[src/include/rsl_defs.vh]
// constants for the reset strap latch and boot select block
`ifndef RSL_DEFS_VH
`define RSL_DEFS_VH

// -----------------------------------------------------------------
// strap positions on the shared low expansion address pins
// -----------------------------------------------------------------
`define RSL_NUM_STRAPS       13
`define RSL_BIT_PCIE_ROOT    0
`define RSL_BIT_MAC0_LSB     1
`define RSL_BIT_MAC0_MSB     2
`define RSL_BIT_MAC1_LSB     3
`define RSL_BIT_MAC1_MSB     4
`define RSL_BIT_BOOT_LSB     5
`define RSL_BIT_BOOT_MSB     6
`define RSL_BIT_TDM_CLKOUT   7
`define RSL_BIT_SWOPT0       8
`define RSL_BIT_SWOPT1       9
`define RSL_BIT_NAND         10
`define RSL_BIT_PCIE_REFCLK  11
`define RSL_BIT_SPARE        12

// -----------------------------------------------------------------
// reset value of the latched straps
// -----------------------------------------------------------------
`define RSL_STRAP_RESET      13'h0000

// -----------------------------------------------------------------
// capture timing after reset release
// -----------------------------------------------------------------
// three sync stages plus the agreement filter need four edges, so the
// capture waits for the fifth edge to see the settled pin level
`define RSL_SETTLE_LAST      3'h4

// -----------------------------------------------------------------
// boot source codes
// -----------------------------------------------------------------
`define RSL_BOOT_SPI         2'h0
`define RSL_BOOT_I2C         2'h1
`define RSL_BOOT_NOR8        2'h2
`define RSL_BOOT_NOR16       2'h3

// -----------------------------------------------------------------
// boot sequencer states, one-hot
// -----------------------------------------------------------------
`define RSL_ST_W             6
`define RSL_ST_IDLE          6'h01
`define RSL_ST_ROM           6'h02
`define RSL_ST_COPY          6'h04
`define RSL_ST_RAM           6'h08
`define RSL_ST_DDR           6'h10
`define RSL_ST_XIP           6'h20

`endif

[src/logic/rsl_sync3.v]
// three-flop synchroniser with second/third agreement filter
`include "rsl_defs.vh"

module rsl_sync3
(
  // clock and reset
  input  wire         clock,
  input  wire         rst_n,
  input  wire         clkEn,
  // data
  input  wire         din,
  output reg          dout
);

  reg  s1_r;
  reg  s2_r;
  reg  s3_r;

  always @(posedge clock or negedge rst_n)
  begin
    if (!rst_n)
    begin
      s1_r <= 1'b0;
      s2_r <= 1'b0;
      s3_r <= 1'b0;
      dout <= 1'b0;
    end
    else if (clkEn)
    begin
      s1_r <= din;
      s2_r <= s1_r;
      s3_r <= s2_r;
      // a change counts only once two settled stages agree
      if (s2_r == s3_r)
        dout <= s3_r;
    end
  end

endmodule // rsl_sync3

[src/logic/rsl_strap_latch.v]
// reset strap latch with boot source decode and boot sequencing
`include "rsl_defs.vh"

module rsl_strap_latch
(
  // clock, reset, enable
  input  wire                          clock,
  input  wire                          rst_n,
  input  wire                          clkEn,
  // shared address / strap pins
  input  wire [`RSL_NUM_STRAPS-1:0]    addrPinIn,
  output reg  [`RSL_NUM_STRAPS-1:0]    addrPinOut,
  output reg  [`RSL_NUM_STRAPS-1:0]    addrPinOe,
  // expansion bus address from the bus controller
  input  wire [`RSL_NUM_STRAPS-1:0]    expAddr,
  input  wire                          expAddrEn,
  // decoded operating modes
  output reg                           pcieRootMode,
  output reg  [1:0]                    mac0Type,
  output reg  [1:0]                    mac1Type,
  output reg                           tdmClkOutEn,
  output reg  [1:0]                    swBootOption,
  output reg                           expNandMode,
  output reg                           pcieRefclkSel,
  output reg  [1:0]                    bootSource,
  output reg                           bootInternal,
  output reg                           norWide,
  output reg                           serialI2c,
  output reg                           strapValid,
  // tdm bit clock pin
  input  wire                          tdmBitClockInt,
  output reg                           tdmBitClockOut,
  output reg                           tdmBitClockOe,
  // boot progress handshakes
  input  wire                          romCopyDone,
  input  wire                          ramCopyDone,
  output reg                           fetchFromNor,
  output reg                           fetchFromRom,
  output reg                           fetchFromRam,
  output reg                           fetchFromDdr,
  output reg                           romCopyReq,
  output reg                           ramCopyReq
);

  // -----------------------------------------------------------------
  // strap sampling
  // -----------------------------------------------------------------
  wire [`RSL_NUM_STRAPS-1:0] strapSync;
  reg  [`RSL_NUM_STRAPS-1:0] strap_r;
  reg                        latched_r;
  reg  [2:0]                 settle_r;

  genvar gi;
  generate
    for (gi = 0; gi < `RSL_NUM_STRAPS; gi = gi + 1)
    begin : g_sync
      rsl_sync3 u_sync
      (
        .clock (clock),
        .rst_n (rst_n),
        .clkEn (clkEn),
        .din   (addrPinIn[gi]),
        .dout  (strapSync[gi])
      );
    end
  endgenerate

  // the pins are held by resistors across release, so the synchronised
  // value a few cycles after release equals the level at the edge;
  // settle_r waits out the synchroniser before capturing
  always @(posedge clock or negedge rst_n)
  begin
    if (!rst_n)
    begin
      strap_r   <= `RSL_STRAP_RESET;
      latched_r <= 1'b0;
      settle_r  <= 3'h0;
    end
    else if (clkEn)
    begin
      if (!latched_r)
      begin
        if (settle_r == `RSL_SETTLE_LAST)
        begin
          strap_r   <= strapSync;
          latched_r <= 1'b1;
        end
        else
          settle_r <= settle_r + 3'h1;
      end
      // once latched nothing reloads strap_r until reset
    end
  end

  // -----------------------------------------------------------------
  // pin drivers
  // -----------------------------------------------------------------
  // drivers stay off until the capture is done so the bus cannot
  // overwrite a strap that is still being sampled
  always @(posedge clock or negedge rst_n)
  begin
    if (!rst_n)
    begin
      addrPinOut <= 13'h0000;
      addrPinOe  <= 13'h0000;
    end
    else if (clkEn)
    begin
      addrPinOut <= expAddr;
      addrPinOe  <= (latched_r && expAddrEn) ? 13'h1fff : 13'h0000;
    end
  end

  // -----------------------------------------------------------------
  // mode decode
  // -----------------------------------------------------------------
  always @(posedge clock or negedge rst_n)
  begin
    if (!rst_n)
    begin
      pcieRootMode  <= 1'b0;
      mac0Type      <= 2'h0;
      mac1Type      <= 2'h0;
      tdmClkOutEn   <= 1'b0;
      swBootOption  <= 2'h0;
      expNandMode   <= 1'b0;
      pcieRefclkSel <= 1'b0;
      bootSource    <= `RSL_BOOT_SPI;
      bootInternal  <= 1'b0;
      norWide       <= 1'b0;
      serialI2c     <= 1'b0;
      strapValid    <= 1'b0;
    end
    else if (clkEn)
    begin
      strapValid    <= latched_r;
      pcieRootMode  <= strap_r[`RSL_BIT_PCIE_ROOT];
      mac0Type      <= {strap_r[`RSL_BIT_MAC0_MSB], strap_r[`RSL_BIT_MAC0_LSB]};
      mac1Type      <= {strap_r[`RSL_BIT_MAC1_MSB], strap_r[`RSL_BIT_MAC1_LSB]};
      tdmClkOutEn   <= strap_r[`RSL_BIT_TDM_CLKOUT];
      swBootOption  <= {strap_r[`RSL_BIT_SWOPT1], strap_r[`RSL_BIT_SWOPT0]};
      expNandMode   <= strap_r[`RSL_BIT_NAND];
      // refclk strap is passed on as sampled; board keeps it correct
      pcieRefclkSel <= strap_r[`RSL_BIT_PCIE_REFCLK];
      bootSource    <= {strap_r[`RSL_BIT_BOOT_MSB], strap_r[`RSL_BIT_BOOT_LSB]};
      bootInternal  <= !strap_r[`RSL_BIT_BOOT_MSB];
      norWide       <= strap_r[`RSL_BIT_BOOT_MSB] & strap_r[`RSL_BIT_BOOT_LSB];
      serialI2c     <= !strap_r[`RSL_BIT_BOOT_MSB] & strap_r[`RSL_BIT_BOOT_LSB];
    end
  end

  // -----------------------------------------------------------------
  // tdm bit clock output
  // -----------------------------------------------------------------
  always @(posedge clock or negedge rst_n)
  begin
    if (!rst_n)
    begin
      tdmBitClockOut <= 1'b0;
      tdmBitClockOe  <= 1'b0;
    end
    else if (clkEn)
    begin
      tdmBitClockOut <= tdmBitClockInt;
      tdmBitClockOe  <= strapValid & tdmClkOutEn;
    end
  end

  // -----------------------------------------------------------------
  // boot sequencer
  // -----------------------------------------------------------------
  localparam [`RSL_ST_W-1:0] ST_IDLE = `RSL_ST_IDLE;
  localparam [`RSL_ST_W-1:0] ST_ROM  = `RSL_ST_ROM;
  localparam [`RSL_ST_W-1:0] ST_COPY = `RSL_ST_COPY;
  localparam [`RSL_ST_W-1:0] ST_RAM  = `RSL_ST_RAM;
  localparam [`RSL_ST_W-1:0] ST_DDR  = `RSL_ST_DDR;
  localparam [`RSL_ST_W-1:0] ST_XIP  = `RSL_ST_XIP;

  reg [`RSL_ST_W-1:0] state_r;
  reg [`RSL_ST_W-1:0] state_nxt;

  always @*
  begin
    state_nxt = state_r;
    case (state_r)
      ST_IDLE:
        if (strapValid)
        begin
          if (bootInternal)
            state_nxt = ST_ROM;
          else
            state_nxt = ST_XIP;
        end
      ST_ROM:
        state_nxt = ST_COPY;
      ST_COPY:
        if (romCopyDone)
          state_nxt = ST_RAM;
      ST_RAM:
        if (ramCopyDone)
          state_nxt = ST_DDR;
      ST_DDR:
        state_nxt = ST_DDR;
      ST_XIP:
        state_nxt = ST_XIP;
      default:
        state_nxt = ST_IDLE;
    endcase
  end

  always @(posedge clock or negedge rst_n)
  begin
    if (!rst_n)
      state_r <= ST_IDLE;
    else if (clkEn)
      state_r <= state_nxt;
  end

  always @(posedge clock or negedge rst_n)
  begin
    if (!rst_n)
    begin
      fetchFromNor <= 1'b0;
      fetchFromRom <= 1'b0;
      fetchFromRam <= 1'b0;
      fetchFromDdr <= 1'b0;
      romCopyReq   <= 1'b0;
      ramCopyReq   <= 1'b0;
    end
    else if (clkEn)
    begin
      fetchFromNor <= (state_nxt == ST_XIP);
      fetchFromRom <= (state_nxt == ST_ROM) || (state_nxt == ST_COPY);
      fetchFromRam <= (state_nxt == ST_RAM);
      fetchFromDdr <= (state_nxt == ST_DDR);
      romCopyReq   <= (state_nxt == ST_COPY);
      ramCopyReq   <= (state_nxt == ST_RAM);
    end
  end

endmodule // rsl_strap_latch

[config.mk]
export PLATFORM = sky130hd
export DESIGN_NAME = rsl_strap_latch
export DESIGN_NICKNAME = d
export VERILOG_FILES = /design/src/logic/rsl_sync3.v /design/src/logic/rsl_strap_latch.v
export VERILOG_INCLUDE_DIRS = /design/src /design/src/include
export SDC_FILE = /design/constraint.sdc
export NUM_CORES = 1
export LEC_CHECK = 0
export BUFFER_PORTS_ARGS = -buffer_cell sky130_fd_sc_hd__buf_2
export CAP_MARGIN = 10
export CORE_MARGIN = 2
export CORE_UTILIZATION = 50
export DETAILED_ROUTE_END_ITERATION = 12
export GPL_TIMING_DRIVEN = 1
export PLACE_DENSITY = 0.84
export SLEW_MARGIN = 0
export SYNTH_ARGS = -nofsm -noshare
export SYNTH_HDL_FRONTEND = slang
export SYNTH_SLANG_ARGS = --single-unit
[constraint.sdc]
create_clock -name clock -period 1.75 [get_ports clock]
set_input_delay 0 -clock clock [delete_from_list [all_inputs] [get_ports clock]]
set_output_delay 0 -clock clock [all_outputs]
set_load 0.005 [all_outputs]
==> implementation parameters, run 1 <==
Parameter                              Value

Clock network
  Clk root buf    clkbuf_8
  CTS buffer count    9
  Gates resized, CTS repair    0
  H-Tree Level Count    3
  Worst skew pair latency    between 300 and 400 ps
  CTS tree    built
  Reg clk slew, reported paths    approximately 90 ps
  CTS Buffer Depth    2
  Clk sink count    around 110
  Setup bufs post-CTS    0

Power
  Ratio of total power to cell area    approximately 1200 nW/um2
  Final Power    6.492 mW
  Cell internal pwr    approximately 4.7 mW
  Leakage power    around 2.5 nW
  Fraction of power consumed by the clock network    0.249
  Highest ir drop seen on vdd    between 0.5 and 0.6 mV
  Sw Ratio    0.2741
  Logic pwr share    0.213
  Switching power total    about 1.8 mW
  Sequential power share    0.538

Detailed routing
  Initial detailed-routing violation count    about 120
  Drt via density    5.238
  Antenna viol nets, final    0
  Remaining routing DRC violations    0
  Average routed wire per standard cell    roughly 14 um
  Detailed Route WL    between 7000 and 8000 um
  Vias after detailed routing    between 2000 and 3000
  Initial DRT Pass Iterations    4

Global routing
  Pin count of the biggest net entering global routing    between 80 and 90
  Number of antenna violations at the first check in global routing    0
  Combined global-route utilization of all metal layers    0.1712
  Global-route wire length before repair    ~13000 um
  Vias in the first global route    about 2800
  Total overflow reported by the global router    0

Floorplan
  Ports placed on the boundary    83
  Die Wd    between 90 and 100 um
  Die Footprint    approximately 9600 um2
  Initial Util    0.5087
  Y dimension of the die    97.74 um
  Core area    8636 um2
  Std cell rows    34

Synthesis
  Yosys cell types    36
  Share of flip-flops with an asynchronous set or reset after synthesis    1.000
  Mean post-synth cell area    between 10 and 15 um2
  Synthesized instance count    around 330
  Number of nets produced by synthesis    around 370
  Yosys warning total    0
  Number of register bits inferred by synthesis    around 110
  Share of the yosys chip area belonging to registers    0.6098
  Post-Synthesis Cell Area    4393 um2
  Most used flip-flop cell after synthesis    dfrtp_1
  Count of flip-flops with a built-in enable after synthesis    0

Final layout
  Multi-input gate area    1520 um2
  Area growth syn-to-layout    22.50%
  Final cell utilization of the core    0.6232
  Fraction of layout instances using a drive strength above 1    0.4201
  Final-layout fill cell count    649
  Total area of sequential cells    about 2700 um2
  Number of antenna repair diodes    0
  Final net count    470

Setup path
  Critical path class    reg -> reg
  WP data required    2030 ps
  Type of element capturing the critical path    register
  Critical Path Source Type    register
  Largest fanout on the critical path    4
  Arrival time reported for the critical path endpoint    between 1500 and 2000 ps

Timing
  Final count of pins violating max slew    0
  Post-route worst setup slack    55.76 ps
  Worst Clk Skew    about 11 ps
  Final setup violation count    0
  Least-Margin Pin Slew    505.9 ps
  Final Hold Fails    0
  Max-slew headroom    0.6580
  RSZ-0062 raised after global routing    false
  Final Cycle Share    0.9681
  Sum of negative setup slack    0 ps
  Upper clock frequency limit    between 500 and 600 MHz
  Minimum clock period    1694 ps

Status
  Outcome    complete, no violations

Worst hold path
  Path category of the worst min-delay check    in -> async

Place
  Routability congestion estimate from global placement    approximately 0.8
  Place WS    between 30 and 40 ps
  Post-DP HPWL    5164 um
  Input/output buffers    roughly 80

Run
  Maxcap violations    0
[final timing paths]
check,start,end,slack (ps),cells after the start
worst min register to register,g_sync[9].u_sync.s3_r,g_sync[9].u_sync.dout,500,2
worst min-delay path,rst_n,addrPinOe[11],130,2
worst max register to register,state_r[2],ramCopyReq,60,3
max in group asynchronous,rst_n,addrPinOut[9],990,3
min in group clock,clkEn,settle_r[2],150,3
worst max-delay path,state_r[2],ramCopyReq,60,3
[worst max-delay path: stages (launching register included)]
cell	delay (ps)
dfrtp_1	390
or4_4	560
or4b_4	500
a31oi_1	180
[routing by layer]
metal / share of wire / vias up / track usage
met5: 0 / - / 0
met4: 0.018 / 0 / 0.07158
met3: 0.036 / 14 / 0.03078
met2: 0.50 / 66 / 0.2950
met1: 0.44 / 1428 / 0.2146
li1: - / 1352 / -
[kinds of logic (layout without fill, tap and decap cells)]
group	count (synthesis)	in the layout	synth area share
AOI/OAI and AO/OA	47	47	0.06124
xor gates and xnor gates	2	2	0.003988
adders and majority gates	2	2	0.005695
buffers and inverters	38	142	0.04415
DFF	107	107	0.6098
muxes	78	78	0.1994
and+or+nand+nor	60	60	0.07576
[metrics by stage]
stage	cells	cell area [um2]	hold slack [ps]
finish	546	5381	128.8
global route	546	5381	147.8
CTS	546	5381	124.9
detailed placement	502	4867	-20.56
global placement	502	4867	-27.12
floorplan	334	4393	-295.6
[synthesized netlist by cell type (4+ instances only)]
cell	n	share of area
dfrtp_1	106	0.60
mux2_2	76	0.19
a21oi_1	29	0.033
nor2_1	23	0.020
clkbuf_1	14	0.012
buf_4	13	0.022
nand2b_1	12	0.017
inv_1	8	0.0068
a31oi_1	6	0.0085
o21ai_0	5	0.0057
nand2_1	4	0.0034
nand3_1	4	0.0046
nor2b_1	4	0.0057
[placed cells by master, fill, tap and decap left out, drive strengths merged, types with 2 or more instances in the layout]
cell and count:
nand2b 12, nor2 23, dlygate4sd3 30, nand4 2, nor2b 4, nand2 4
nor4b 2, a31oi 6, o211ai 2, buf 90, clkbuf 10, nand4b 2
mux2i 2, mux2 76, bufinv 2, ha 2, dfrtp 106, nand3 4
a21oi 29, inv 8, or4b 2, o21ai 5
[layout make-up]
cell class	count	area share
well taps	108	0.02511
inverters	8	0.005580
flip-flops and latches	107	0.4978
clock buffers	10	0.02558
clock inverters	4	0.01418
multi-input cells	189	0.2825
repair buffers	120	0.1493
[power groups by stage]
| stage | registers [mW] | logic [mW] | clock network (mW) |
|---|---|---|---|
| global route | 3.58 | 1.53 | 1.75 |
| floorplan | 3.45 | 0.891 | 0 |
| finish | 3.50 | 1.38 | 1.62 |
| CTS | 3.49 | 1.40 | 1.66 |
| detailed placement | 3.55 | 1.35 | 0 |
| global placement | 3.49 | 1.26 | 0 |
[state kept, by name, summed over array words and instances, names as in the netlist, 3 cells and up]
signal              cells
g_sync.u_sync.s1_r     12
g_sync.u_sync.s3_r     12
settle_r                3
state_r                 6
addrPinOut             13
g_sync.u_sync.s2_r     12
g_sync.u_sync.dout     12
strap_r                12
[timing repair]
item                       in CTS  in global routing
hold endpoints to repair      102                  0
hold buffers                   30                  0
setup endpoints to repair       0                  2
Power figures use the tool's default switching activity.
==> run 2, diff against run 1 <==
--- a/config.mk
+++ b/config.mk
@@ -9,10 +9,10 @@
 export BUFFER_PORTS_ARGS = -buffer_cell sky130_fd_sc_hd__buf_2
 export CAP_MARGIN = 10
 export CORE_MARGIN = 2
-export CORE_UTILIZATION = 50
+export CORE_UTILIZATION = 54
 export DETAILED_ROUTE_END_ITERATION = 12
 export GPL_TIMING_DRIVEN = 1
-export PLACE_DENSITY = 0.84
+export PLACE_DENSITY = 0.86
 export SLEW_MARGIN = 0
 export SYNTH_ARGS = -nofsm -noshare
 export SYNTH_HDL_FRONTEND = slang
==> constraint.sdc (replaced) <==
create_clock -name clock -period 1.74 [get_ports clock]
set_input_delay 0 -clock clock [delete_from_list [all_inputs] [get_ports clock]]
set_output_delay 0 -clock clock [all_outputs]
set_load 0.005 [all_outputs]
==> run 2 against run 1 <==
Sequential share of layout area shrank 0.65 points. Worst hold slack lost 31 ps. Die area decreased by 7.1%. Fmax shrank 1.4%. Clock skew hardly changed. Power is 4.6% higher. Register-to-register slack got worse by 30 ps. Core utilization up 7.5 points. Sequential power barely moved. Final cell count decreased by 0.37%. Critical endpoint unchanged. Largest cell class unchanged. Highest routed layer unchanged.
==> implementation parameters, run 2 (synthesis gave the netlist of run 1 again) <==
Parameter                              Value

Status
  Outcome    complete, no violations

Setup path
  Beginning of the critical path    state_r[2]
  Largest fanout on the critical path    2 (-2)
  Critical Path Source Type    register
  Critical path class    reg -> reg
  Number of cells on the worst reg-to-reg path    3 (unchanged)
  WP data required    2030 ps (about the same)
  Crit path buf inv count    0 (unchanged)
  Capturing point of the worst reg2reg path    ramCopyReq
  Reg-to-reg slack, setup    20 ps (-30 ps)
  Family with the most delay on the worst path    simple AND/OR/NAND/NOR gates
  Arrival time reported for the critical path endpoint    2000 ps (+30 ps)
  Type of element capturing the critical path    register
  Crit. path cell count    3 (unchanged)
  Ordered cell list for the critical path    or4_4, or4b_4, a31oi_1
  Critical-path cell with the highest stage delay    or4_4
  Critical R2R Launch    state_r[2]
  CP max stage delay    550 ps (about the same)
  Critical path endpoint    ramCopyReq

Timing
  Upper clock frequency limit    581.9 MHz (-1.4%)
  Worst Clk Skew    10.91 ps (+0.2747 ps)
  Final count of pins violating max slew    0 (unchanged)
  Minimum clock period    1719 ps (+24.33 ps)
  Sum of negative setup slack    0 ps (unchanged)
  Final Hold Fails    0 (unchanged)
  Final setup violation count    0 (unchanged)
  RSZ-0062 raised after global routing    false
  Least-Margin Pin Slew    431.1 ps (-74.83 ps)
  Max-slew headroom    0.7099 (+0.05199)
  Final Cycle Share    0.9877 (+0.01955)

Detailed routing
  Met2 wire len    3869 um (-1.6%)
  Average routed wire per standard cell    14.29 um (about the same)
  Remaining routing DRC violations    0 (unchanged)
  Antenna viol nets, final    0 (unchanged)
  Uppermost metal layer occupied by signal nets    met4
  Detailed Route WL    7775 um (-0.27%)
  Initial detailed-routing violation count    161 (+40%)
  Vias after detailed routing    2843 (-0.59%)
  Drt via density    5.226 (-0.23%)
  Initial DRT Pass Iterations    4 (unchanged)
  Sum of met3 wire segment lengths after detailed routing    287 um (+2.5%)
  Met1 WL    3507 um (+1.8%)

Final layout
  Flip-flop count of the largest register, all copies and words added    13 (unchanged)
  Most used cells in the layout excluding fill and tap cells    106 x dfrtp_1, 79 x buf_2, 76 x mux2_2
  Number of antenna repair diodes    0 (unchanged)
  Commonest non-fill, non-tap cell in the layout    dfrtp_1
  Final non-filler cell area    5453 um2 (+1.3%)
  Multi-input gate area    1526 um2 (+0.41%)
  Final net count    472 (+0.43%)
  Area growth syn-to-layout    24.12%
  Final-layout fill cell count    564 (-13%)
  Total area of sequential cells    2679 um2 (unchanged)
  Register with the highest flop count    addrPinOut
  Fraction of layout instances using a drive strength above 1    0.4253 (+0.005248)

Clock network
  CTS Buffer Depth    2 (unchanged)
  CTS buffer count    9 (unchanged)
  H-Tree Level Count    3 (unchanged)
  CTS tree    built
  Clk root buf    clkbuf_8
  Clk sink count    107 (unchanged)
  Reg clk slew, reported paths    100 ps (about the same)
  Worst skew pair latency    360 ps (about the same)

Place
  Input/output buffers    81 (unchanged)
  Placed cell areas    4865 um2 (about the same)
  Post-DP HPWL    5089 um (-1.4%)
  Routability congestion estimate from global placement    0.8124 (+0.52%)

Floorplan
  Y dimension of the die    94.20 um (-3.6%)
  Die Wd    94.20 um (-3.6%)
  Std cell rows    32 (-5.9%)
  Ports placed on the boundary    83 (unchanged)
  Core area    7807 um2 (-9.6%)
  Initial Util    0.5627 (+0.05397)
  Die Footprint    8873 um2 (-7.1%)

Power
  Ratio of total power to cell area    1246 nW/um2 (+3.3%)
  Highest ir drop seen on vdd    0.7436 mV (+30%)
  Leakage power    2.560 nW (+1.6%)

Global routing
  Vias in the first global route    2824 (-0.67%)
  Combined global-route utilization of all metal layers    0.1929 (+0.02163)
  Pin count of the biggest net entering global routing    80 (-2.4%)
  Global-route wire length before repair    13280 um (+0.63%)
  Total overflow reported by the global router    0 (unchanged)
  Number of antenna violations at the first check in global routing    0 (unchanged)

Worst hold path
  Path category of the worst min-delay check    in -> async

Run
  Maxcap violations    0 (unchanged)
[run 2: changes by cell type in the layout (fill, tap and decap cells not counted), sizes merged]
cell and delta:
dlygate4sd3 +1, buf +1, inv +2, clkinvlp -1, bufinv +1
[run 2: per-stage QoR]
| stage | utilization | hold slack [ps] | total power [mW] | cells | setup slack [ps] |
|---|---|---|---|---|---|
| global route | 0.6984 | 134.2 | 7.220 | 544 | 2.915 |
| global placement | 0.6231 | -32.54 | 4.781 | 495 | 63.00 |
| CTS | 0.6957 | 104.5 | 6.838 | 542 | 6.967 |
| detailed placement | 0.6231 | -27.93 | 4.921 | 495 | 31.33 |
| finish | 0.6984 | 98.11 | 6.793 | 544 | 21.43 |
| floorplan | - | -295.6 | 4.364 | 334 | 53.27 |
[run 2: worst reg2reg max path, stage by stage, from the launching register on]
cell	delay, ps
dfrtp_1	400
or4_4	550
or4b_4	530
a31oi_1	160
[run 2: timing repair]
item	in CTS	in global routing
setup buffers	0	2
hold buffers	31	0
endpoints found under the setup margin	0	3
endpoints found under the hold margin	142	0
resized for setup	0	1
[run 2: layer usage]
layer  vias to the layer above  GRT usage
met5                         -          0
met4                         0    0.06884
met3                        12    0.04093
met2                        66     0.3179
met1                      1404     0.2537
li1                       1361          -
[run 2: how the worst min path moves through the flow]
stage / start / endpoint / slack [ps] / cells past startpoint
2_1_floorplan: rst_n / addrPinOe[11] / -300 / 0
6_report: rst_n / fetchFromRom / 100 / 2
5_1_grt: rst_n / fetchFromRom / 130 / 2
3_5_place_dp: rst_n / fetchFromRom / -30 / 1
3_3_place_gp: rst_n / romCopyReq / -30 / 1
4_1_cts: rst_n / romCopyReq / 100 / 2
[run 2: layout make-up]
type,count,area share
flip-flops and latches,107,0.4913
multi-input cells,189,0.2799
well taps,102,0.02341
repair buffers,122,0.1528
inverters,8,0.005507
clock buffers,10,0.02524
clock inverters,6,0.02180
[run 2: report_power, final]
part,internal (mW),switching (mW),total (mW)
Sequential,3.09,0.421,3.51
Combinational,0.834,0.588,1.42
Clock,1.01,0.849,1.86
==> run 3, diff against run 2 <==
--- a/config.mk
+++ b/config.mk
@@ -6,13 +6,15 @@
 export SDC_FILE = /design/constraint.sdc
 export NUM_CORES = 1
 export LEC_CHECK = 0
+export ABC_AREA = 1
 export BUFFER_PORTS_ARGS = -buffer_cell sky130_fd_sc_hd__buf_2
 export CAP_MARGIN = 10
 export CORE_MARGIN = 2
-export CORE_UTILIZATION = 54
+export CORE_UTILIZATION = 47
+export CTS_CLUSTER_SIZE = 12
 export DETAILED_ROUTE_END_ITERATION = 12
 export GPL_TIMING_DRIVEN = 1
-export PLACE_DENSITY = 0.86
+export PLACE_DENSITY = 0.77
 export SLEW_MARGIN = 0
 export SYNTH_ARGS = -nofsm -noshare
 export SYNTH_HDL_FRONTEND = slang
==> run 3 against run 2 <==
Final cell count grew 25%. Design area is 2.9% lower. Largest power group unchanged. Flip-flop and latch count unchanged. Largest cell class unchanged. Global-route usage down 1.9 points. First-iteration DRC count grew 52%.
==> implementation parameters, run 3 <==
Parameter                              Value

Synthesis
  Number of nets produced by synthesis    506 (+37%)
  Post-Synthesis Cell Area    4385 um2 (-0.17%)
  Most frequent cells after synthesis    155 x nand2_1, 106 x dfrtp_1, 48 x nor2_1, 47 x o21ai_0, 35 x inv_1
  Share of flip-flops with an asynchronous set or reset after synthesis    1.000 (unchanged)
  Share of the yosys chip area belonging to registers    0.6108 (+0.001044)
  Most used flip-flop cell after synthesis    dfrtp_1
  Count of flip-flops with a built-in enable after synthesis    0 (unchanged)
  Number of register bits inferred by synthesis    107 (unchanged)
  Mean post-synth cell area    9.311 um2 (-29%)
  Yosys cell types    23 (-36%)
  Most area-hungry cell type in the Yosys netlist    dfrtp_1
  Count leader, synth    nand2_1
  Dominant cells by area after synthesis    dfrtp_1 60%, nand2_1 13%, o21ai_0 5.4%
  Synthesized instance count    471 (+41%)
  Yosys warning total    0 (unchanged)
  Proportion of netlist area held by the largest area contributor    0.6049 (+0.001034)

Clock network
  CTS buffer count    9 (unchanged)
  Worst skew pair latency    360 ps (about the same)
  Clk sink count    107 (unchanged)
  Clk root buf    clkbuf_8
  Gates resized, CTS repair    0 (unchanged)
  H-Tree Level Count    3 (unchanged)
  CTS tree    built
  Reg clk slew, reported paths    100 ps (about the same)
  CTS Buffer Depth    2 (unchanged)

Timing
  RSZ-0062 raised after global routing    false
  Hold slack    44.41 ps (-53.70 ps)
  Sum of negative setup slack    0 ps (unchanged)
  Upper clock frequency limit    716.1 MHz (+23%)
  Max-slew headroom    0.5997 (-0.1102)
  Worst Clk Skew    11.15 ps (+0.2341 ps)
  Minimum clock period    1396 ps (-322.1 ps)
  Final count of pins violating max slew    0 (unchanged)
  Final Cycle Share    0.8026 (-0.1851)
  Least-Margin Pin Slew    600.4 ps (+169.3 ps)
  Final setup violation count    0 (unchanged)
  Post-route worst setup slack    343.6 ps (+322.1 ps)
  Final Hold Fails    0 (unchanged)

Power
  Logic pwr share    0.224 (+0.015)
  Fraction of power consumed by the clock network    0.254 (-0.020)
  Final Power    6.410 mW (-5.6%)
  Sequential power share    0.522 (+0.005)
  Leakage power    2.787 nW (+8.9%)
  Switching power total    1.980 mW (+6.5%)
  Cell internal pwr    4.429 mW (-10%)
  Highest ir drop seen on vdd    0.5173 mV (-30%)
  Ratio of total power to cell area    1211 nW/um2 (-2.8%)
  Sw Ratio    0.3089 (+0.03537)

Final layout
  Final cell utilization of the core    0.5783 (-0.1201)
  Final-layout fill cell count    793 (+41%)
  Fraction of layout instances using a drive strength above 1    0.2091 (-0.2162)
  Multi-input gate area    1353 um2 (-11%)
  Register with the highest flop count    addrPinOut
  Final non-filler cell area    5293 um2 (-2.9%)
  Flip-flop count of the largest register, all copies and words added    13 (unchanged)
  Area growth syn-to-layout    20.68%
  Most used cells in the layout excluding fill and tap cells    155 x nand2_1, 106 x dfrtp_1, 80 x buf_2
  Final instance count without filler cells    680 (+25%)
  Commonest non-fill, non-tap cell in the layout    nand2_1
  Number of antenna repair diodes    0 (unchanged)
  Final net count    600 (+27%)
  Total area of sequential cells    2679 um2 (unchanged)

Run
  Maxcap violations    0 (unchanged)

Setup path
  Critical-path cell with the highest stage delay    dfrtp_1
  Crit path buf inv count    1 (+1)
  Type of element capturing the critical path    register
  Arrival time reported for the critical path endpoint    1650 ps (-350 ps)
  Ordered cell list for the critical path    inv_1, ha_1, nand3_4, nand2_1, o21ai_2
  CP max stage delay    400 ps (-150 ps)
  Largest fanout on the critical path    24 (+22)
  Critical Path Source Type    register
  Family with the most delay on the worst path    simple AND/OR/NAND/NOR gates
  Critical path class    reg -> reg
  WP data required    1990 ps (-40 ps)

Place
  Post-DP HPWL    5162 um (+1.4%)
  Placed cell areas    4778 um2 (-1.8%)
  Place WS    363.0 ps (+331.7 ps)
  Input/output buffers    81 (unchanged)
  Routability congestion estimate from global placement    0.7242 (-11%)
  Count of placed standard cells including taps    635 (+28%)

Detailed routing
  Antenna viol nets, final    0 (unchanged)
  Drt via density    4.776 (-8.6%)
  Initial DRT Pass Iterations    4 (unchanged)
  Vias after detailed routing    3248 (+14%)
  Remaining routing DRC violations    0 (unchanged)
  Average routed wire per standard cell    11.85 um (-17%)
  Initial detailed-routing violation count    244 (+52%)
  Detailed Route WL    8061 um (+3.7%)

Floorplan
  Ports placed on the boundary    83 (unchanged)
  Initial Util    0.4792 (-0.08351)
  Std cell rows    35 (+9.4%)
  Core area    9153 um2 (+17%)
  Y dimension of the die    100.6 um (+6.8%)
  Die Wd    100.6 um (+6.8%)
  Die Footprint    10120 um2 (+14%)

Global routing
  Total overflow reported by the global router    0 (unchanged)
  Number of antenna violations at the first check in global routing    0 (unchanged)
  Combined global-route utilization of all metal layers    0.1740 (-0.01883)
  Global-route wire length before repair    14070 um (+5.9%)
  Pin count of the biggest net entering global routing    108 (+35%)
  Vias in the first global route    3165 (+12%)

Status
  Outcome    complete, no violations

Worst hold path
  Path category of the worst min-delay check    in -> reg
## run 3: changes by cell type in the layout (fill, tap and decap cells not counted), moves of 12 or more
cell	change
a21oi_1	-26
inv_1	+27
mux2_2	-76
nand2_1	+151
nand2b_1	-12
nor2_1	+25
o21ai_0	+42
o21ai_2	+12
## run 3: power by group through the flow
stage / registers [mW] / clock network (mW) / logic, mW
after global placement: 3.36 / 0 / 1.34
after floorplan: 3.35 / 0 / 0.982
after global routing: 3.43 / 1.77 / 1.67
final: 3.35 / 1.63 / 1.43
after CTS: 3.35 / 1.67 / 1.46
after detailed placement: 3.39 / 0 / 1.40
## run 3: worst paths after layout
| path | slack, ps | cells after the start | startpoint | to |
|---|---|---|---|---|
| worst max register to register | 340 | 5 | settle_r[0] | strap_r[10] |
| worst min-delay path | 40 | 6 | romCopyDone | romCopyReq |
| worst min register to register | 470 | 2 | pcieRefclkSel | pcieRefclkSel |
| min in group asynchronous | 190 | 3 | rst_n | state_r[4] |
| worst max-delay path | 340 | 5 | settle_r[0] | strap_r[10] |
| max in group asynchronous | 1060 | 3 | rst_n | addrPinOut[6] |
## run 3: kinds of logic (layout without fill, tap and decap cells)
| family | Yosys count | in the layout | share of synthesized area |
|---|---|---|---|
| AO/OA/AOI/OAI | 76 | 76 | 0.1044 |
| XOR/XNOR | 2 | 2 | 0.003995 |
| adder cells (fa/ha/maj) | 2 | 2 | 0.005705 |
| buffers and inverters | 69 | 167 | 0.08074 |
| flip-flops | 107 | 107 | 0.6108 |
| AND/OR/NAND/NOR | 215 | 215 | 0.1943 |
## run 3: cell type report
| type | instances | share of cell area |
|---|---|---|
| tap | 111 | 0.02624 |
| inverter | 36 | 0.02600 |
| multi-input combinational | 295 | 0.2556 |
| clock buffer | 9 | 0.02340 |
| clock inverter | 6 | 0.01702 |
| timing repair buffer | 116 | 0.1456 |
| sequential | 107 | 0.5061 |
## run 3: routing by layer
metal  part of all wire  wire length [um]  GRT usage
met5                  0                 0          0
met1               0.47              3797     0.2236
met4              0.016               125    0.06639
met2               0.47              3770     0.2918
met3              0.046               368    0.03467
## run 3: what timing repair did
action                    4_1_cts  5_1_grt
buffers inserted                0        0
hold buffers                   30        0
hold endpoints to repair      135        0
## run 3: worst min-delay path: stages
cell and delay, ps:
buf_2 80, inv_1 40, nand3_1 70, nand2_1 70, nand2_1 70, nand2_1 50
